===== src/pkg/aof_regs.svh =====
// register offsets, field positions, reset values and widths of the output frame formatter
`ifndef AOF_REGS_SVH
`define AOF_REGS_SVH

`define AOF_OFS_FMT_CTL      8'h10
`define AOF_OFS_SPAN_REF     8'h14
`define AOF_OFS_SAMPLE       8'h18
`define AOF_OFS_FLAGS        8'h1C
`define AOF_OFS_IRQ_STATUS   8'h20
`define AOF_OFS_IRQ_MASK     8'h24

`define AOF_FMT_WMASK        32'h0000_7D0F
`define AOF_SPAN_WMASK       32'h0000_004F
`define AOF_FMT_RESET        32'h0000_0000
`define AOF_SPAN_RESET       32'h0000_0000

`define AOF_BIT_TAG          14
`define AOF_BIT_SUP_HI       12
`define AOF_BIT_SUP_LO       13
`define AOF_BIT_IN_HI        10
`define AOF_BIT_IN_LO        11
`define AOF_BIT_SPAN         8
`define AOF_BIT_PAR          3
`define AOF_BIT_SRC_MSB      2
`define AOF_BIT_VREF_OFF     6

`define AOF_SAMPLE_W         12
`define AOF_FRAME_W          28
`define AOF_CNT_W            5

`define AOF_IRQ_FRAME_DONE   0
`define AOF_IRQ_FRAME_ABORT  1

`endif


===== src/pkg/aof_pkg.sv =====
// types shared by the output frame formatter
package aof_pkg;

  typedef struct packed {
    logic       tag_en;
    logic [1:0] sup_sel;
    logic [1:0] in_sel;
    logic       span_en;
    logic       parity_append_enable;
    logic [2:0] src;
  } aof_fmt_type;

  typedef struct packed {
    logic [3:0] chip_tag;
    logic       sup_hi;
    logic       sup_lo;
    logic       in_hi;
    logic       in_lo;
    logic [3:0] span;
  } aof_side_type;

  typedef enum logic [1:0] {
    AOF_IDLE  = 2'b00,
    AOF_SHIFT = 2'b01
  } aof_state_type;

endpackage : aof_pkg


===== src/verilog/aof_frame_build.sv =====
// combinational assembly of one output frame from data source, side fields and parity
`timescale 1ns/1ps
`default_nettype none
`include "aof_regs.svh"

module aof_frame_build (
  input  wire aof_pkg::aof_fmt_type       fmt,
  input  wire aof_pkg::aof_side_type      side,
  input  wire logic [`AOF_SAMPLE_W-1:0]   sample,
  output logic [`AOF_FRAME_W-1:0]         frame,
  output logic [`AOF_CNT_W-1:0]           frame_len
);

  logic [`AOF_SAMPLE_W-1:0] value;
  logic                     value_par;
  logic                     frame_par;

  // source selection: test patterns replace the conversion result
  always_comb begin
    case (fmt.src)
      3'h4:    value = 12'h000;
      3'h5:    value = 12'hFFF;
      3'h6:    value = 12'hAAA;
      3'h7:    value = 12'hCCC;
      default: value = sample;
    endcase
  end

  // frame is MSB aligned; fields appended in order after the value
  always_comb begin
    logic [`AOF_FRAME_W-1:0] acc;
    logic [`AOF_CNT_W-1:0]   n;
    acc = '0;
    n   = 5'(`AOF_SAMPLE_W);
    acc[`AOF_FRAME_W-1 -: `AOF_SAMPLE_W] = value;
    frame_par = ^value;
    value_par = ^value;
    if (fmt.tag_en) begin
      acc[`AOF_FRAME_W-1-n -: 4] = side.chip_tag;
      frame_par = frame_par ^ (^side.chip_tag);
      n = n + 5'h4;
    end
    if (fmt.sup_sel[0]) begin
      acc[`AOF_FRAME_W-1-n] = side.sup_hi;
      frame_par = frame_par ^ side.sup_hi;
      n = n + 5'h1;
    end
    if (fmt.sup_sel[1]) begin
      acc[`AOF_FRAME_W-1-n] = side.sup_lo;
      frame_par = frame_par ^ side.sup_lo;
      n = n + 5'h1;
    end
    if (fmt.in_sel[0]) begin
      acc[`AOF_FRAME_W-1-n] = side.in_hi;
      frame_par = frame_par ^ side.in_hi;
      n = n + 5'h1;
    end
    if (fmt.in_sel[1]) begin
      acc[`AOF_FRAME_W-1-n] = side.in_lo;
      frame_par = frame_par ^ side.in_lo;
      n = n + 5'h1;
    end
    if (fmt.span_en) begin
      acc[`AOF_FRAME_W-1-n -: 4] = side.span;
      frame_par = frame_par ^ (^side.span);
      n = n + 5'h4;
    end
    if (fmt.parity_append_enable) begin
      acc[`AOF_FRAME_W-1-n] = value_par;
      acc[`AOF_FRAME_W-2-n] = frame_par;
      n = n + 5'h2;
    end
    frame     = acc;
    frame_len = n;
  end

endmodule : aof_frame_build
`default_nettype wire


===== src/verilog/aof_top.sv =====
// output frame formatter: AXI4-Lite registers, frame assembly and serial shift-out
//
// Operation
// - format register bits 31-16 read zero
// - bit 14 appends 4-bit chip tag
// - bits 13-12 pick supply alert flags
// - bits 11-10 pick input alert flags
// - bits 15, 9, 7-4 reserved, read zero
// - bit 8 appends 4-bit span code
// - bit 3 appends two parity bits
// - first parity: even over result only
// - second parity: even over result and appended fields
// - frame parity excludes result parity bit
// - source field picks data or pattern
// - span/reference register at 14h
// - format register at byte 10h
// - bit 6 turns on-chip reference off
// - span code bits 3-0, reset 0000b
`timescale 1ns/1ps
`default_nettype none
`include "aof_regs.svh"

module aof_top (
  input  wire logic        aclk,
  input  wire logic        aresetn,
  // AXI4-Lite slave
  input  wire logic [7:0]  s_axi_awaddr,
  input  wire logic        s_axi_awvalid,
  output logic             s_axi_awready,
  input  wire logic [31:0] s_axi_wdata,
  input  wire logic [3:0]  s_axi_wstrb,
  input  wire logic        s_axi_wvalid,
  output logic             s_axi_wready,
  output logic [1:0]       s_axi_bresp,
  output logic             s_axi_bvalid,
  input  wire logic        s_axi_bready,
  input  wire logic [7:0]  s_axi_araddr,
  input  wire logic        s_axi_arvalid,
  output logic             s_axi_arready,
  output logic [31:0]      s_axi_rdata,
  output logic [1:0]       s_axi_rresp,
  output logic             s_axi_rvalid,
  input  wire logic        s_axi_rready,
  // serial link to the host
  input  wire logic        link_sclk,
  input  wire logic        link_cs_n,
  output logic             serial_out_lines,
  // device side
  input  wire logic [3:0]  chip_tag,
  output logic             onchip_vref_off,
  output logic [3:0]       span_code,
  output logic             irq
);

  ////////////////////////////////////////////////////////////////////////////
  // registers
  logic [31:0] fmt_q;
  logic [31:0] span_q;
  logic [31:0] sample_q;
  logic [3:0]  flags_q;
  logic [1:0]  irq_stat_q;
  logic [1:0]  irq_mask_q;
  logic        aw_held_q;
  logic        w_held_q;
  logic [7:0]  aw_addr_q;
  logic [31:0] w_data_q;
  logic [3:0]  w_strb_q;

  function automatic logic [31:0] merge(input logic [31:0] old, input logic [31:0] nw,
                                        input logic [3:0] strb, input logic [31:0] wmask);
    logic [31:0] m;
    m = 32'h0;
    for (int i = 0; i < 4; i++) begin
      m[i*8 +: 8] = {8{strb[i]}};
    end
    merge = ((old & ~m) | (nw & m)) & wmask;
  endfunction : merge

  // register decode ignores the byte-lane bits of the address
  function automatic logic [7:0] word_ofs(input logic [7:0] a);
    word_ofs = a & 8'hFC;
  endfunction : word_ofs

  aof_pkg::aof_fmt_type  fmt;
  aof_pkg::aof_side_type side;
  assign fmt = '{tag_en: fmt_q[`AOF_BIT_TAG], sup_sel: fmt_q[`AOF_BIT_SUP_LO:`AOF_BIT_SUP_HI],
                 in_sel: fmt_q[`AOF_BIT_IN_LO:`AOF_BIT_IN_HI], span_en: fmt_q[`AOF_BIT_SPAN],
                 parity_append_enable: fmt_q[`AOF_BIT_PAR], src: fmt_q[`AOF_BIT_SRC_MSB:0]};
  // chip tag is a static strap on this clock, so it skips the synchroniser
  assign side = '{chip_tag: chip_tag, sup_hi: flags_q[0], sup_lo: flags_q[1],
                  in_hi: flags_q[2], in_lo: flags_q[3], span: span_q[3:0]};

  ////////////////////////////////////////////////////////////////////////////
  // AXI4-Lite write path: address and data taken in either order
  // one write in flight: a new address or data beat is held until the
  // previous response has been accepted, so back-to-back writes stall here
  logic do_write;
  assign do_write = aw_held_q && w_held_q && !s_axi_bvalid;

  always_ff @(posedge aclk) begin
    if (!aresetn) begin
      aw_held_q     <= 1'b0;
      w_held_q      <= 1'b0;
      aw_addr_q     <= 8'h00;
      w_data_q      <= 32'h0000_0000;
      w_strb_q      <= 4'h0;
      s_axi_awready <= 1'b0;
      s_axi_wready  <= 1'b0;
      s_axi_bvalid  <= 1'b0;
      s_axi_bresp   <= 2'h0;
    end else begin
      s_axi_awready <= !aw_held_q && !s_axi_awready && s_axi_awvalid;
      s_axi_wready  <= !w_held_q && !s_axi_wready && s_axi_wvalid;
      if (s_axi_awvalid && s_axi_awready) begin
        aw_held_q <= 1'b1;
        aw_addr_q <= s_axi_awaddr;
      end
      if (s_axi_wvalid && s_axi_wready) begin
        w_held_q <= 1'b1;
        w_data_q <= s_axi_wdata;
        w_strb_q <= s_axi_wstrb;
      end
      if (do_write) begin
        aw_held_q    <= 1'b0;
        w_held_q     <= 1'b0;
        s_axi_bvalid <= 1'b1;
        case (word_ofs(aw_addr_q))
          `AOF_OFS_FMT_CTL, `AOF_OFS_SPAN_REF, `AOF_OFS_SAMPLE,
          `AOF_OFS_FLAGS, `AOF_OFS_IRQ_STATUS, `AOF_OFS_IRQ_MASK: s_axi_bresp <= 2'h0;
          default: s_axi_bresp <= 2'h2;
        endcase
      end else if (s_axi_bvalid && s_axi_bready) begin
        s_axi_bvalid <= 1'b0;
      end
    end
  end

  always_ff @(posedge aclk) begin
    if (!aresetn) begin
      fmt_q      <= `AOF_FMT_RESET;
      span_q     <= `AOF_SPAN_RESET;
      sample_q   <= 32'h0000_0000;
      flags_q    <= 4'h0;
      irq_mask_q <= 2'h0;
    end else if (do_write) begin
      // sample and alert flags stand in for the converter core; software loads them
      case (word_ofs(aw_addr_q))
        // write mask keeps reserved bits zero
        `AOF_OFS_FMT_CTL:  fmt_q  <= merge(fmt_q, w_data_q, w_strb_q, `AOF_FMT_WMASK);
        `AOF_OFS_SPAN_REF: span_q <= merge(span_q, w_data_q, w_strb_q, `AOF_SPAN_WMASK);
        `AOF_OFS_SAMPLE:   sample_q <= merge(sample_q, w_data_q, w_strb_q, 32'h0000_0FFF);
        `AOF_OFS_FLAGS:    flags_q  <= w_strb_q[0] ? w_data_q[3:0] : flags_q;
        `AOF_OFS_IRQ_MASK: irq_mask_q <= w_strb_q[0] ? w_data_q[1:0] : irq_mask_q;
        default: ;
      endcase
    end
  end

  ////////////////////////////////////////////////////////////////////////////
  // AXI4-Lite read path; unmapped reads answer SLVERR with zero data
  always_ff @(posedge aclk) begin
    if (!aresetn) begin
      s_axi_arready <= 1'b0;
      s_axi_rvalid  <= 1'b0;
      s_axi_rdata   <= 32'h0000_0000;
      s_axi_rresp   <= 2'h0;
    end else begin
      s_axi_arready <= !s_axi_rvalid && !s_axi_arready && s_axi_arvalid;
      if (s_axi_arvalid && s_axi_arready) begin
        s_axi_rvalid <= 1'b1;
        s_axi_rresp  <= 2'h0;
        case (word_ofs(s_axi_araddr))
          `AOF_OFS_FMT_CTL:    s_axi_rdata <= fmt_q;
          `AOF_OFS_SPAN_REF:   s_axi_rdata <= span_q;
          `AOF_OFS_SAMPLE:     s_axi_rdata <= sample_q;
          `AOF_OFS_FLAGS:      s_axi_rdata <= {28'h0, flags_q};
          `AOF_OFS_IRQ_STATUS: s_axi_rdata <= {30'h0, irq_stat_q};
          `AOF_OFS_IRQ_MASK:   s_axi_rdata <= {30'h0, irq_mask_q};
          default: begin
            s_axi_rdata <= 32'h0000_0000;
            s_axi_rresp <= 2'h2;
          end
        endcase
      end else if (s_axi_rvalid && s_axi_rready) begin
        s_axi_rvalid <= 1'b0;
      end
    end
  end

  ////////////////////////////////////////////////////////////////////////////
  // reference and span outputs
  always_ff @(posedge aclk) begin
    if (!aresetn) begin
      onchip_vref_off <= 1'b0;
      span_code       <= 4'h0;
    end else begin
      onchip_vref_off <= span_q[`AOF_BIT_VREF_OFF];
      span_code       <= span_q[3:0];
    end
  end

  ////////////////////////////////////////////////////////////////////////////
  // link inputs pass two flops before use
  // limitation: each sclk phase must last at least two aclk cycles, or an
  // edge is lost in the synchroniser and the frame slips by one bit
  logic [1:0] sclk_sync_q;
  logic [1:0] cs_sync_q;
  logic       sclk_prev_q;
  always_ff @(posedge aclk) begin
    if (!aresetn) begin
      sclk_sync_q <= 2'b00;
      cs_sync_q   <= 2'b11;
      sclk_prev_q <= 1'b0;
    end else begin
      sclk_sync_q <= {sclk_sync_q[0], link_sclk};
      cs_sync_q   <= {cs_sync_q[0], link_cs_n};
      sclk_prev_q <= sclk_sync_q[1];
    end
  end

  logic sclk_fall;
  assign sclk_fall = sclk_prev_q && !sclk_sync_q[1];

  ////////////////////////////////////////////////////////////////////////////
  // frame shift-out, mode 0: data changes on falling sclk
  // clocks beyond the last bit are ignored and the line keeps the last bit
  logic [`AOF_FRAME_W-1:0] frame;
  logic [`AOF_CNT_W-1:0]   frame_len;
  logic [`AOF_FRAME_W-1:0] shift_q;
  logic [`AOF_CNT_W-1:0]   left_q;
  aof_pkg::aof_state_type  state_q;
  logic                    ev_done;
  logic                    ev_abort;

  aof_frame_build u_build (
    .fmt       (fmt),
    .side      (side),
    .sample    (sample_q[`AOF_SAMPLE_W-1:0]),
    .frame     (frame),
    .frame_len (frame_len)
  );

  always_ff @(posedge aclk) begin
    if (!aresetn) begin
      state_q          <= aof_pkg::AOF_IDLE;
      shift_q          <= '0;
      left_q           <= 5'h00;
      serial_out_lines <= 1'b0;
      ev_done          <= 1'b0;
      ev_abort         <= 1'b0;
    end else begin
      ev_done  <= 1'b0;
      ev_abort <= 1'b0;
      case (state_q)
        aof_pkg::AOF_IDLE: begin
          if (!cs_sync_q[1]) begin
            // frame latched at select so settings changes never tear a frame
            shift_q          <= {frame[`AOF_FRAME_W-2:0], 1'b0};
            serial_out_lines <= frame[`AOF_FRAME_W-1];
            left_q           <= frame_len - 5'h1;
            state_q          <= aof_pkg::AOF_SHIFT;
          end
        end
        aof_pkg::AOF_SHIFT: begin
          if (cs_sync_q[1]) begin
            // short read by the host loses the tail of the frame
            ev_done          <= (left_q == 5'h00);
            ev_abort         <= (left_q != 5'h00);
            serial_out_lines <= 1'b0;
            state_q          <= aof_pkg::AOF_IDLE;
          end else if (sclk_fall && left_q != 5'h00) begin
            serial_out_lines <= shift_q[`AOF_FRAME_W-1];
            shift_q          <= {shift_q[`AOF_FRAME_W-2:0], 1'b0};
            left_q           <= left_q - 5'h1;
          end
        end
        default: state_q <= aof_pkg::AOF_IDLE;
      endcase
    end
  end

  ////////////////////////////////////////////////////////////////////////////
  // interrupts: sticky, write one to clear, set wins
  logic [1:0] clr;
  // irq follows the status one cycle late, as it is a registered output
  assign clr = (do_write && word_ofs(aw_addr_q) == `AOF_OFS_IRQ_STATUS && w_strb_q[0])
               ? w_data_q[1:0] : 2'h0;

  always_ff @(posedge aclk) begin
    if (!aresetn) begin
      irq_stat_q <= 2'h0;
      irq        <= 1'b0;
    end else begin
      irq_stat_q <= (irq_stat_q & ~clr) | {ev_abort, ev_done};
      irq        <= |(irq_stat_q & irq_mask_q);
    end
  end

endmodule : aof_top
`default_nettype wire


===== config.mk =====
export PLATFORM = sky130hd
export DESIGN_NAME = aof_top
export DESIGN_NICKNAME = d
export VERILOG_FILES = /design/src/pkg/aof_pkg.sv /design/src/verilog/aof_frame_build.sv /design/src/verilog/aof_top.sv
export VERILOG_INCLUDE_DIRS = /design/src /design/src/pkg
export SDC_FILE = /design/constraint.sdc
export NUM_CORES = 1
export LEC_CHECK = 0
export ABC_AREA = 1
export BUFFER_PORTS_ARGS = -buffer_cell sky130_fd_sc_hd__buf_2
export CAP_MARGIN = 10
export CORE_MARGIN = 2
export CORE_UTILIZATION = 55
export CTS_BUF_LIST = sky130_fd_sc_hd__clkbuf_8
export DETAILED_ROUTE_END_ITERATION = 8
export HOLD_SLACK_MARGIN = 0.02
export PLACE_DENSITY = 0.91
export SETUP_SLACK_MARGIN = 0.5
export SLEW_MARGIN = 20
export SYNTH_ARGS = -nofsm -noshare
export SYNTH_HDL_FRONTEND = slang
export SYNTH_SLANG_ARGS = --single-unit
export TNS_END_PERCENT = 100

===== constraint.sdc =====
create_clock -name aclk -period 4.8 [get_ports aclk]
set_input_delay 0.24 -clock aclk [delete_from_list [all_inputs] [get_ports aclk]]
set_output_delay 0.24 -clock aclk [all_outputs]
set_load 0.05 [all_outputs]

======== Word level (Yosys, flattened, before mapping) ========
Index checks and enable logic that the tools add are counted.
operators by class
  multiplexer cells ....................... 63
  eq/ne operators ......................... 22
  order comparisons ....................... 12
  shifts and indexed selects .............. 2
  $add $sub $neg .......................... 16
  reduce and logical (&&, ||, !) cells .... 53
  bitwise logic cells ..................... 19
operators by type and width
  kind                                                                number
  2-to-1 mux 28 bit                                                   9
  bitwise mux 28 bit                                                  7
  greater-or-equal comparator 32 x 1 -> 1 bit, second input constant  6
  < comparator 32 x 6 -> 1 bit, second input constant                 6
  one-hot mux 15 bit (6 select lines)                                 1
  one-hot mux 28 bit (2 select lines)                                 1
  2-to-1 mux 5 bit                                                    10
  equality test 6 x 3 -> 1 bit, second input constant                 8
  one-hot mux 12 bit (4 select lines)                                 1
  subtractor 5 x 5 -> 6 bit, first input constant                     7
  negator 32 -> 34 bit                                                1
  variable shift 4 x 34 -> 31 bit, first input constant               1
  variable part select 4 x 34 -> 31 bit                               1
  AND 15 bit                                                          2
  demux 1 bit (select 5 bit)                                          6
  equality test 6 x 4 -> 1 bit, second input constant                 4
  logical AND 1 bit                                                   23
  adder 5 x 1 -> 5 bit, second input constant                         4
  2-to-1 mux 1 bit                                                    19
  NOT 15 bit                                                          1
  bitwise OR 15 bit                                                   1
  AND 12 bit                                                          1
  equality test 3 bit, second input constant                          4
  bitwise OR 12 bit                                                   1
  30 further kinds                                                    62
word-level totals
  register bits ........................... 152
  bits of input ports ..................... 65

======== Longest topological paths before layout ========
Gate-level depths: netlist of the first run.
  word-level depth ........................ 21
  gate-level depth with buffers ........... 35

======== By module ========
Synthesis of the first run repeated with hierarchy kept, for this count alone.
second synthesis, totals
  cells, all modules ...................... 1589
  area, all modules ....................... 9734.3 sq um
by module, submodules not included
  module           area each (sq um)  times used  cells each
  aof_top          5530.3             1           747
  aof_frame_build  4204.0             1           842

======== Least setup slack after synthesis of the first run ========
Ideal clock, no wire load.
  path type ............................... reg2reg
  from .................................... reg (tool-made name)
  to ...................................... reg serial_out_lines
  library setup time ...................... 0.120 ns
  cell stages (with the launch flop) ...... 33
  setup slack ............................. 0.261 ns
  data required time ...................... 4.680 ns
  data arrival time ....................... 4.419 ns
  buffers on the path ..................... 0
  path through ............................ dfxtp_1 inv_1 ha_1 inv_1 nand2_1 nand2_1 inv_2 ha_1 or2_1 nand2_1 inv_1 ha_1 nand2_1 inv_1 nand3_2 nor2_1 ha_1 nor2_1 nand3_1 nor3_1 nand2_1 a21oi_1 nand3_4 nor2_8 nand2_1 o21ai_2 nand2_1 o21ai_1 nand2_1 nand2_1 nand2_1 nand2_1 a21oi_1
RTL lines
  what                  RTL line        source
  to (signal assigned)  aof_top.sv:259  serial_out_lines <= frame[`AOF_FRAME_W-1];
  to (signal assigned)  aof_top.sv:272  serial_out_lines <= shift_q[`AOF_FRAME_W-1];
  to (decl)             aof_top.sv:47   output logic serial_out_lines,

==> impl_summary.txt, run 1 <==
----------------------------------------------------
[Placed design]
  Port Buf Inserts ... 70
  Cell total after placement ... 1842
  Routability congestion estimate ... 1.02
  Post-detail-place hpwl ... 22.6 mm

[Die]
  Die Ht ... 136 um
  Rows ... 48
  Die Wd ... 136 um
  Top-level port count ... 113
  Area of the die ... 0.0184 sq mm
  Starting Density ... 0.558
  Area of the core ... 0.0171 sq mm

[Timing]
  Hold slack final ... 0.0211 ns
  Worst setup skew after layout ... 0.0126 ns
  Slew @ Worst Pin ... 0.894 ns
  Worst slew slack as a fraction of its limit ... 0.399
  Final Setup Violations ... 0
  Final Hold Violating Endpoints ... 0
  Clock period minus worst slack ... 4.50 ns
  Post-route clock period utilization ... 0.938
  Maximum clock frequency ... 0.222 GHz
  RSZ-0062 raised after global routing ... true
  Final number of max-transition violations ... 0

[Critical path]
  Crit start category ... flip-flop
  Worst EP arrival ... 4.84 ns
  Critical Path Fanout Max ... 7
  Endpoint class of the critical path ... flip-flop
  Critical path class ... flip-flop to flip-flop
  Slowest Stage Delay on Critical Path ... 0.37 ns
  Required time of the critical path ... 5.14 ns
  Critical-path top delay cell ... sky130_fd_sc_hd__dfxtp_2

[Logic synthesis]
  Sequential cell area fraction in the yosys report ... 0.270
  Mapped Area ... 0.00955 sq mm
  Synth Register Bits ... 129
  Number of synthesized flops with an enable pin ... 0
  Number of distinct library cells after synthesis ... 52
  Mapped Avg Cell Area ... 6.11 sq um
  Ys Warns ... 0
  Async set-or-reset flop fraction in the synthesized netlist ... 0
  Count of mapped cells out of synthesis ... 1563
  Synth Flop Type ... sky130_fd_sc_hd__dfxtp_1

[Route]
  Starting DRT DRC Count ... 1140
  DR WL/cell ... 16.6 um
  First-pass detailed-route iteration total ... 7
  Number of nets still failing antenna checks after routing ... 0
  Post-route DRC violation count ... 0
  Via total after detailed routing ... 10926
  Routed vias/inst ... 5.74
  Final routed wirelength across all metal layers ... 31.7 mm

[Clocking]
  Total CTS buffers ... 17
  CTS clk-pin slew, worst paths ... 0.08 ns
  # H-tree levels ... 4
  Clock network latency to the later pin of the worst-skew pair ... 0.46 ns
  Bufs on Longest Clock Path ... 2
  Cell at the root of the clock tree ... sky130_fd_sc_hd__clkbuf_8
  TritonCTS Sinks ... 129
  TritonCTS clock tree ... done

[Cells and area]
  Proportion of layout cells with a drive suffix above 1 ... 0.195
  Final core utilization ... 0.668
  Diodes inserted ... 0
  Final #Nets ... 1763
  Growth of design area from synthesis to finish ... 19.8%
  Layout Cells excl Fill ... 1903
  Most common cell after layout, fill and taps aside ... sky130_fd_sc_hd__nand2_1
  Most frequent cells in the layout ... sky130_fd_sc_hd__nand2_1, sky130_fd_sc_hd__inv_1, sky130_fd_sc_hd__nor2_1, sky130_fd_sc_hd__o21ai_0, sky130_fd_sc_hd__dfxtp_1
  Fill count ... 1416

[Global route]
  Number of global-route vias before repair ... 9743
  Overall track demand over capacity in global routing ... 0.335
  Overall overflow remaining after global route ... 0
  Number of antenna violations at the first check in global routing ... 0
  Largest net degree at the start of global routing ... 72
  Global-route wire length before repair ... 48.5 mm

[Power]
  Leakage power ... 5.07 nW
  Pwr dens ... 237 mW/mm^2
  Worst IR Drop VDD ... 0.253 mV

[Job]
  Number of max-cap violations ... 0

[Hold path]
  Worst hold path class ... primary input to flip-flop

[Outcome]
  Result of the run ... completed

----------------------------------------------------
final timing paths:
path | startpoint | end | slack [ns] | cells after the start
worst max-delay path | flip-flop | shift_q[14]$_SDFFE_PN0P_ | 0.30 | 29
worst min-delay path | s_axi_rready | s_axi_rvalid$_SDFFE_PN0P_ | 0.02 | 4
worst max register to register | flip-flop | shift_q[14]$_SDFFE_PN0P_ | 0.30 | 29
worst min register to register | cs_sync_q[0]$_SDFF_PN1_ | cs_sync_q[1]$_SDFF_PN1_ | 0.42 | 1
critical path: cells and delay by family, from the launching register on:
family	cells	cell delay [ns]
and+or+nand+nor	16	1.76
adders and majority gates	4	0.95
AOI/OAI and AO/OA	4	0.78
buffers and inverters	5	0.51
DFF	1	0.37
Yosys cell counts, types with 5 or more instances:
| cell | instances | area (sq um) |
|---|---|---|
| sky130_fd_sc_hd__nand4_1 | 10 | 62.6 |
| sky130_fd_sc_hd__xnor2_1 | 9 | 78.8 |
| sky130_fd_sc_hd__nor2_1 | 137 | 514 |
| sky130_fd_sc_hd__clkbuf_1 | 43 | 161 |
| sky130_fd_sc_hd__o21ai_0 | 132 | 661 |
| sky130_fd_sc_hd__nand2_1 | 437 | 1640 |
| sky130_fd_sc_hd__a211oi_1 | 8 | 60.1 |
| sky130_fd_sc_hd__clkinv_1 | 5 | 18.8 |
| sky130_fd_sc_hd__nand3b_1 | 9 | 67.6 |
| sky130_fd_sc_hd__inv_2 | 10 | 37.5 |
| sky130_fd_sc_hd__nand2_2 | 11 | 68.8 |
| sky130_fd_sc_hd__nor2_2 | 5 | 31.3 |
| sky130_fd_sc_hd__nor3_1 | 33 | 165 |
| sky130_fd_sc_hd__buf_4 | 21 | 158 |
| sky130_fd_sc_hd__o21ai_2 | 6 | 52.6 |
| sky130_fd_sc_hd__nand3_1 | 93 | 465 |
| sky130_fd_sc_hd__buf_2 | 8 | 40.0 |
| sky130_fd_sc_hd__nor4_1 | 6 | 37.5 |
| sky130_fd_sc_hd__o21ai_1 | 17 | 85.1 |
| sky130_fd_sc_hd__xor2_1 | 15 | 131 |
| sky130_fd_sc_hd__a31oi_1 | 31 | 194 |
| sky130_fd_sc_hd__a22oi_1 | 14 | 105 |
| sky130_fd_sc_hd__dfxtp_1 | 129 | 2580 |
| sky130_fd_sc_hd__ha_1 | 33 | 413 |
| sky130_fd_sc_hd__inv_1 | 175 | 657 |
| sky130_fd_sc_hd__a21oi_1 | 116 | 581 |
where the power goes:
group | switching [mW] | internal [mW]
Clock | 0.491 | 0.477
Combinational | 0.362 | 0.155
Sequential | 0.0548 | 1.17
routing by layer:
layer / routed length (um) / vias to the layer above / GRT usage
met5: 0 / - / 0
met4: 1680 / 0 / 0.166
met3: 2700 / 132 / 0.0629
met2: 15000 / 610 / 0.566
met1: 12300 / 4915 / 0.407
li1: - / 5269 / -
per-stage QoR:
stage               setup slack [ns]  total power, mW  TNS [ns]  instance area [sq um]
detailed placement           -0.0126             1.75   -0.0259                  10200
global placement               0.166             1.73         0                  10200
finish                         0.299             2.71         0                  11400
global route                  0.0714             2.83         0                  11400
floorplan                      0.531             1.63         0                   9650
CTS                            0.454             2.70         0                  11100
cells by family (layout without fill, tap and decap cells):
kind of cell / count (synthesis) / after routing / synth area share
XOR/XNOR: 27 / 27 / 0.0271
AO/OA/AOI/OAI: 343 / 343 / 0.199
multiplexers: 2 / 2 / 0.00210
adder cells (fa/ha/maj): 33 / 33 / 0.0432
AND/OR/NAND/NOR: 762 / 762 / 0.343
flip-flops: 129 / 129 / 0.270
other: 1 / 19 / 0.000393
buffers and inverters: 266 / 363 / 0.115
what timing repair did:
| action | 4_1_cts | 5_1_grt |
|---|---|---|
| hold buffers | 5 | 0 |
| endpoints found under the setup margin | 28 | 28 |
| pin swaps | 39 | 43 |
| gates resized for setup | 70 | 71 |
| buffers inserted | 14 | 10 |
| hold endpoints to repair | 5 | 0 |
| gates cloned | 0 | 0 |
final cells by class:
cell class | instances | area, sq um | share of cell area
Inverter | 190 | 718 | 0.0628
Clock inverter | 15 | 171 | 0.0150
Timing Repair Buffer | 141 | 951 | 0.0831
Multi-Input combinational cell | 1186 | 6500 | 0.568
Tap cell | 225 | 282 | 0.0246
Sequential cell | 129 | 2590 | 0.226
Clock buffer | 17 | 234 | 0.0205
Note: power is estimated with default switching activity, not from simulation.
==> inputs of run 2 (changes only) <==
--- a/config.mk
+++ b/config.mk
@@ -14,7 +14,7 @@
 export CTS_BUF_LIST = sky130_fd_sc_hd__clkbuf_8
 export DETAILED_ROUTE_END_ITERATION = 8
 export HOLD_SLACK_MARGIN = 0.02
-export PLACE_DENSITY = 0.91
+export PLACE_DENSITY = 0.79
 export SETUP_SLACK_MARGIN = 0.5
 export SLEW_MARGIN = 20
 export SYNTH_ARGS = -nofsm -noshare
==> run 2 against run 1 <==
Sequential share of layout area increased by 0.061 points; worst hold slack improved by 0.0073 ns; clock power hardly changed; setup slack improved by 0.029 ns; combinational power fell by 3%; via count down 2.2%; flip-flop and latch count is the same; register-to-register slack gained 0.03 ns; critical path type unchanged; largest cell class unchanged; largest power group unchanged; highest routed layer unchanged.
==> impl_summary.txt, run 2 (synthesized netlist as in run 1, its figures left out) <==
----------------------------------------------------
[Route]
  Routed vias/inst ... 5.60 (-2.5%)
  Final routed wirelength across all metal layers ... 30.8 mm (-2.7%)
  Number of nets still failing antenna checks after routing ... 0 (unchanged)
  First-pass detailed-route iteration total ... 6 (-1)
  Post-route DRC violation count ... 0 (unchanged)
  Via total after detailed routing ... 10681 (-2.2%)
  Starting DRT DRC Count ... 834 (-27%)
  DR WL/cell ... 16.1 um (-3.0%)

[Die]
  Starting Density ... 0.558 (unchanged)
  Area of the die ... 0.0184 sq mm (unchanged)
  Rows ... 48 (unchanged)
  Top-level port count ... 113 (unchanged)
  Die Wd ... 136 um (unchanged)
  Die Ht ... 136 um (unchanged)
  Area of the core ... 0.0171 sq mm (unchanged)

[Cells and area]
  Final #Nets ... 1769 (+0.34%)
  Most frequent cells in the layout ... sky130_fd_sc_hd__nand2_1, sky130_fd_sc_hd__inv_1, sky130_fd_sc_hd__nor2_1, sky130_fd_sc_hd__dfxtp_1, sky130_fd_sc_hd__o21ai_0
  Fill count ... 1555 (+9.8%)
  Growth of design area from synthesis to finish ... 19.4%
  Final core utilization ... 0.666 (-0.00212)
  Proportion of layout cells with a drive suffix above 1 ... 0.194 (-0.00129)
  Diodes inserted ... 0 (unchanged)
  Most common cell after layout, fill and taps aside ... sky130_fd_sc_hd__nand2_1

[Hold path]
  Cell count of the worst hold path ... 3 (-1)
  Worst hold path class ... primary input to flip-flop
  Worst Hold End ... aw_addr_q[6]$_SDFFE_PN0P_
  Min-delay src ... s_axi_awaddr[6]

[Placed design]
  Routability congestion estimate ... 1.02 (-0.44%)
  Post-Place Setup Slack ... 0.0135 ns (+0.0260 ns)
  Post-detail-place hpwl ... 22.2 mm (-1.9%)
  Port Buf Inserts ... 70 (unchanged)

[Timing]
  Final Setup Violations ... 0 (unchanged)
  RSZ-0062 raised after global routing ... true
  Total Negative Setup Slacks ... 0 ns (unchanged)
  Smallest setup slack after layout ... 0.328 ns (+0.0289 ns)
  Final number of max-transition violations ... 0 (unchanged)
  Maximum clock frequency ... 0.224 GHz (+0.65%)
  Worst setup skew after layout ... 0.0236 ns (+0.0110 ns)
  Worst slew slack as a fraction of its limit ... 0.276 (-0.123)
  Hold slack final ... 0.0284 ns (+0.00734 ns)
  Post-route clock period utilization ... 0.932 (-0.00602)
  Clock period minus worst slack ... 4.47 ns (-0.0289 ns)
  Final Hold Violating Endpoints ... 0 (unchanged)
  Slew @ Worst Pin ... 1.08 ns (+0.190 ns)

[Critical path]
  Worst reg2reg endpoint ... shift_q[16]$_SDFFE_PN0P_
  Critical-path top delay cell ... sky130_fd_sc_hd__dfxtp_2
  Reg-to-reg slack, setup ... 0.33 ns (+0.03 ns)
  Critical Path Fanout Max ... 6 (-1)
  Endpoint class of the critical path ... flip-flop
  Crit start category ... flip-flop
  Slowest Stage Delay on Critical Path ... 0.37 ns (about the same)
  Worst Reg-to-Reg Cells ... 31 (+6.9%)
  Critical path class ... flip-flop to flip-flop
  Required time of the critical path ... 5.11 ns (-0.03 ns)
  Worst EP arrival ... 4.78 ns (-0.06 ns)

[Clocking]
  Bufs on Longest Clock Path ... 2 (unchanged)
  Total CTS buffers ... 17 (unchanged)
  TritonCTS clock tree ... done
  Cell at the root of the clock tree ... sky130_fd_sc_hd__clkbuf_8
  TritonCTS Sinks ... 129 (unchanged)
  # H-tree levels ... 4 (unchanged)
  CTS clk-pin slew, worst paths ... 0.09 ns (about the same)
  Clock network latency to the later pin of the worst-skew pair ... 0.47 ns (about the same)

[Global route]
  Overall overflow remaining after global route ... 0 (unchanged)
  Number of global-route vias before repair ... 9742 (-0.010%)
  Number of antenna violations at the first check in global routing ... 0 (unchanged)
  Largest net degree at the start of global routing ... 72 (unchanged)
  Overall track demand over capacity in global routing ... 0.333 (-0.00211)
  Global-route wire length before repair ... 48.1 mm (-0.77%)

[Power]
  Leakage power ... 5.05 nW (-0.38%)
  Pwr dens ... 239 mW/mm^2 (+0.90%)
  Worst IR Drop VDD ... 0.366 mV (+44%)
  Final total power ... 2.73 mW (+0.58%)

[Outcome]
  Result of the run ... completed

[Job]
  Number of max-cap violations ... 0 (unchanged)

----------------------------------------------------
[run 2: per-stage QoR]
step	instance area, sq um	std cells
2_1_floorplan	9650	1581
3_3_place_gp	10300	1845
3_5_place_dp	10300	1845
4_1_cts	11100	1902
5_1_grt	11400	1909
6_report	11400	1909
[run 2: final cells by class]
class                      instances  area (sq um)  share of cell area
inverter                         190           716              0.0628
sequential                       129          2590               0.227
tap                              225           282              0.0247
clock buffer                      18           248              0.0217
timing repair buffer             147           981              0.0860
clock inverter                    14           164              0.0144
multi-input combinational       1186          6430               0.564
[run 2: worst max-delay path by stage]
stage / endpoint / slack (ns) / depth (start not counted)
final: shift_q[16]$_SDFFE_PN0P_ / 0.33 / 31
after global routing: shift_q[24]$_SDFFE_PN0P_ / 0.11 / 36
after CTS: shift_q[10]$_SDFFE_PN0P_ / 0.42 / 34
after detailed placement: shift_q[11]$_SDFFE_PN0P_ / 0.01 / 28
after global placement: shift_q[22]$_SDFFE_PN0P_ / 0.16 / 28
after floorplan: serial_out_lines$_SDFFE_PN0P_ / 0.53 / 30
[run 2: timing repair]
action                                 4_1_cts  5_1_grt
pin swaps                                   49       36
hold buffers                                 7        0
endpoints found under the hold margin        7        0
buffers inserted                            18        7
setup endpoints to repair                   28       28
resized for setup                           78       54
[run 2: where the power goes]
part,switching [mW],internal (mW)
sequential,0.0521,1.17
combinational,0.346,0.154
clock,0.552,0.451
[run 2: worst max-delay path: cells and delay by family, from the launching register on]
| kind | cells | cell delay [ns] |
|---|---|---|
| and+or+nand+nor | 17 | 1.89 |
| AOI/OAI and AO/OA | 4 | 0.74 |
| adders and majority gates | 3 | 0.72 |
| buffers and inverters | 7 | 0.59 |
| DFF | 1 | 0.37 |
[run 2: layer usage]
metal / track usage / vias up / wire length [um]
met3: 0.0569 / 112 / 2110
met5: 0 / - / 0
met4: 0.177 / 0 / 1620
met2: 0.563 / 473 / 14500
met1: 0.403 / 4805 / 12600
li1: - / 5291 / -
==> inputs of run 3 (changes only) <==
--- a/config.mk
+++ b/config.mk
@@ -6,15 +6,15 @@
 export SDC_FILE = /design/constraint.sdc
 export NUM_CORES = 1
 export LEC_CHECK = 0
-export ABC_AREA = 1
 export BUFFER_PORTS_ARGS = -buffer_cell sky130_fd_sc_hd__buf_2
 export CAP_MARGIN = 10
 export CORE_MARGIN = 2
-export CORE_UTILIZATION = 55
+export CORE_UTILIZATION = 56
 export CTS_BUF_LIST = sky130_fd_sc_hd__clkbuf_8
+export CTS_CLUSTER_DIAMETER = 120
 export DETAILED_ROUTE_END_ITERATION = 8
 export HOLD_SLACK_MARGIN = 0.02
-export PLACE_DENSITY = 0.79
+export PLACE_DENSITY = 0.8
 export SETUP_SLACK_MARGIN = 0.5
 export SLEW_MARGIN = 20
 export SYNTH_ARGS = -nofsm -noshare
==> run 3 against run 2 <==
The flow now finishes with violations (negative setup slack); setup slack worse by 0.41 ns; clock skew fell by 0.010 ns; power down 9.9%; highest routed layer unchanged; die area grew 2.5%.
==> impl_summary.txt, run 3 <==
----------------------------------------------------
[Clocking]
  Clock network latency to the later pin of the worst-skew pair ... 0.45 ns (-0.02 ns)
  # H-tree levels ... 4 (unchanged)
  CTS clk-pin slew, worst paths ... 0.09 ns (about the same)
  Bufs on Longest Clock Path ... 2 (unchanged)
  Cell at the root of the clock tree ... sky130_fd_sc_hd__clkbuf_8
  TritonCTS Sinks ... 129 (unchanged)
  TritonCTS clock tree ... done
  Total CTS buffers ... 17 (unchanged)

[Critical path]
  Crit start category ... flip-flop
  Worst EP arrival ... 5.21 ns (+0.43 ns)
  Endpoint class of the critical path ... flip-flop
  Critical path class ... flip-flop to flip-flop
  Critical Path Fanout Max ... 4 (-2)
  Required time of the critical path ... 5.12 ns (about the same)

[Route]
  Via total after detailed routing ... 10743 (+0.58%)
  First-pass detailed-route iteration total ... 7 (+1)
  Final routed wirelength across all metal layers ... 34.1 mm (+11%)
  Number of nets still failing antenna checks after routing ... 0 (unchanged)
  Starting DRT DRC Count ... 1366 (+64%)
  DR WL/cell ... 20.8 um (+29%)
  Post-route DRC violation count ... 0 (unchanged)
  Routed vias/inst ... 6.54 (+17%)

[Cells and area]
  Most common cell after layout, fill and taps aside ... sky130_fd_sc_hd__nand2_1
  Growth of design area from synthesis to finish ... 20.4%
  Final core utilization ... 0.692 (+0.0259)
  Final cell area excluding filler cells ... 0.0120 sq mm (+5.3%)
  Diodes inserted ... 0 (unchanged)
  Proportion of layout cells with a drive suffix above 1 ... 0.231 (+0.0366)
  Final #Nets ... 1503 (-15%)
  Most frequent cells in the layout ... sky130_fd_sc_hd__nand2_1, sky130_fd_sc_hd__dfxtp_1, sky130_fd_sc_hd__nor2_1, sky130_fd_sc_hd__a21oi_1, sky130_fd_sc_hd__buf_4

[Timing]
  Final number of max-transition violations ... 0 (unchanged)
  Total Negative Setup Slacks ... -0.355 ns (-0.355 ns)
  Slew @ Worst Pin ... 1.10 ns (+0.0177 ns)
  RSZ-0062 raised after global routing ... true
  Final Hold Violating Endpoints ... 0 (unchanged)
  Post-route clock period utilization ... 1.02 (+0.0862)
  Smallest setup slack after layout ... -0.0861 ns (-0.414 ns)
  Clock period minus worst slack ... 4.89 ns (+0.414 ns)
  Final Setup Violations ... 11 (+11)
  Worst slew slack as a fraction of its limit ... 0.265 (-0.0108)
  Worst setup skew after layout ... 0.0132 ns (-0.0105 ns)
  Maximum clock frequency ... 0.205 GHz (-8.5%)

[Job]
  Number of max-cap violations ... 0 (unchanged)

[Placed design]
  Port Buf Inserts ... 70 (unchanged)
  Placed cell areas ... 0.0110 sq mm (+7.4%)
  Post-detail-place hpwl ... 24.4 mm (+9.9%)
  Routability congestion estimate ... 1.07 (+5.3%)

[Power]
  Worst IR Drop VDD ... 0.285 mV (-22%)
  Final total power ... 2.46 mW (-9.9%)
  Pwr dens ... 204 mW/mm^2 (-15%)
  Leakage power ... 4.49 nW (-11%)

[Die]
  Rows ... 48 (unchanged)
  Die Wd ... 137 um (+1.2%)
  Die Ht ... 137 um (+1.2%)
  Starting Density ... 0.575 (+0.0168)
  Area of the core ... 0.0174 sq mm (+1.4%)
  Area of the die ... 0.0189 sq mm (+2.5%)
  Top-level port count ... 113 (unchanged)

[Global route]
  Overall track demand over capacity in global routing ... 0.362 (+0.0295)
  Largest net degree at the start of global routing ... 104 (+44%)
  Overall overflow remaining after global route ... 0 (unchanged)
  Global-route wire length before repair ... 52.7 mm (+9.4%)
  Number of antenna violations at the first check in global routing ... 0 (unchanged)
  Number of global-route vias before repair ... 9749 (+0.072%)

[Logic synthesis]
  Mapped Avg Cell Area ... 7.67 sq um (+25%)
  Synth Register Bits ... 129 (unchanged)
  Cell types occupying the most area after synthesis ... sky130_fd_sc_hd__dfxtp_1, sky130_fd_sc_hd__mux2i_1, sky130_fd_sc_hd__nand2_1
  Async set-or-reset flop fraction in the synthesized netlist ... 0 (unchanged)
  Mapped Area ... 0.00997 sq mm (+4.5%)
  Proportion of netlist area held by the largest area contributor ... 0.259 (-0.0115)
  Number of synthesized flops with an enable pin ... 0 (unchanged)
  Count of mapped cells out of synthesis ... 1301 (-17%)
  Most numerous cell types in the synthesized netlist ... sky130_fd_sc_hd__nand2_1, sky130_fd_sc_hd__dfxtp_1, sky130_fd_sc_hd__nor2_1
  Ys Warns ... 0 (unchanged)
  Count leader, synth ... sky130_fd_sc_hd__nand2_1
  Number of distinct library cells after synthesis ... 92 (+77%)
  Sequential cell area fraction in the yosys report ... 0.259 (-0.0115)
  Largest area contributor in the synthesized netlist ... sky130_fd_sc_hd__dfxtp_1
  Synth Flop Type ... sky130_fd_sc_hd__dfxtp_1

[Outcome]
  Result of the run ... complete, but fails checks
  Failing checks ... negative setup slack

[Hold path]
  Worst hold path class ... primary input to flip-flop

----------------------------------------------------
-- run 3: cell count changes after synthesis, sizes merged, moves of 28 or more --
cell    previous run  this run
inv              185        31
nand2            450       157
xnor2              9        38
o21ai            156        38
clkbuf            43        71
mux2i              2        62
-- run 3: cell families after synthesis --
group | count (synthesis) | synth area share
AO/OA/AOI/OAI | 310 | 0.215
XOR/XNOR | 51 | 0.0632
adder cells (fa/ha/maj) | 33 | 0.0414
buffers and inverters | 145 | 0.0651
flip-flops | 129 | 0.259
multiplexers | 81 | 0.0886
other | 1 | 0.000376
AND/OR/NAND/NOR | 551 | 0.267
-- run 3: report_power, final --
part / internal, mW / total [mW] / switching (mW)
logic: 0.136 / 0.447 / 0.312
clock network: 0.375 / 0.853 / 0.478
registers: 1.12 / 1.16 / 0.0364
total: 1.63 / 2.46 / 0.827
-- run 3: worst max-delay path, stage by stage, from the launching register on --
cell	delay (ns)
sky130_fd_sc_hd__dfxtp_2	0.36
sky130_fd_sc_hd__inv_2	0.06
sky130_fd_sc_hd__ha_4	0.30
sky130_fd_sc_hd__nand2_4	0.07
sky130_fd_sc_hd__ha_4	0.25
sky130_fd_sc_hd__mux2_4	0.29
sky130_fd_sc_hd__inv_6	0.07
sky130_fd_sc_hd__ha_4	0.12
sky130_fd_sc_hd__and3_4	0.23
sky130_fd_sc_hd__xnor3_2	0.49
sky130_fd_sc_hd__nand3_4	0.10
sky130_fd_sc_hd__or2_4	0.13
sky130_fd_sc_hd__inv_2	0.04
sky130_fd_sc_hd__ha_4	0.26
sky130_fd_sc_hd__nand2_1	0.05
sky130_fd_sc_hd__nor4_2	0.28
sky130_fd_sc_hd__a2bb2oi_2	0.12
sky130_fd_sc_hd__nor3_2	0.20
sky130_fd_sc_hd__nand4_1	0.22
sky130_fd_sc_hd__or4b_4	0.63
sky130_fd_sc_hd__a31oi_1	0.21
sky130_fd_sc_hd__mux2_2	0.18
sky130_fd_sc_hd__a31oi_1	0.08
-- run 3: per-layer routing --
layer	vias up	wire [um]	global-route usage
met5	-	0	0
met3	103	3570	0.0850
met1	5055	13900	0.484
li1	4937	-	-
met2	648	15300	0.555
met4	0	1390	0.164
-- run 3: repair_timing --
item                                    in CTS  in global routing
endpoints found under the hold margin       15                  0
cloned                                       2                  0
setup buffers                               13                  5
endpoints found under the setup margin      28                 29
gates resized for setup                     31                 23
pin swaps                                   14                 16
hold buffers                                15                  0
-- run 3: worst paths after layout --
path / end / cells after the start / from / slack (ns)
worst min register to register: cs_sync_q[1]$_SDFF_PN1_ / 1 / cs_sync_q[0]$_SDFF_PN1_ / 0.42
worst max-delay path: serial_out_lines$_SDFFE_PN0P_ / 22 / flip-flop / -0.09
worst max register to register: serial_out_lines$_SDFFE_PN0P_ / 22 / flip-flop / -0.09
worst min-delay path: s_axi_arready$_SDFF_PN0_ / 3 / s_axi_arvalid / 0.03
-- run 3: area by class of cell --
cell class / count / area (sq um)
fillers: 1411 / 5340
clock inverters: 13 / 103
flip-flops and latches: 129 / 2590
repair buffers: 181 / 1300
multi-input cells: 1045 / 7370
clock buffers: 18 / 248
well taps: 225 / 282
inverters: 31 / 124
-- run 3: metrics by stage --
step / worst slack [ns] / hold slack [ns] / std cells
after floorplan: -0.129 / 0.341 / 1319
after global placement: 0.0771 / 0.389 / 1576
after detailed placement: -0.0567 / 0.399 / 1576
after CTS: 0.0199 / 0.0218 / 1637
after global routing: -0.378 / 0.0234 / 1642
final: -0.0861 / 0.0316 / 1642
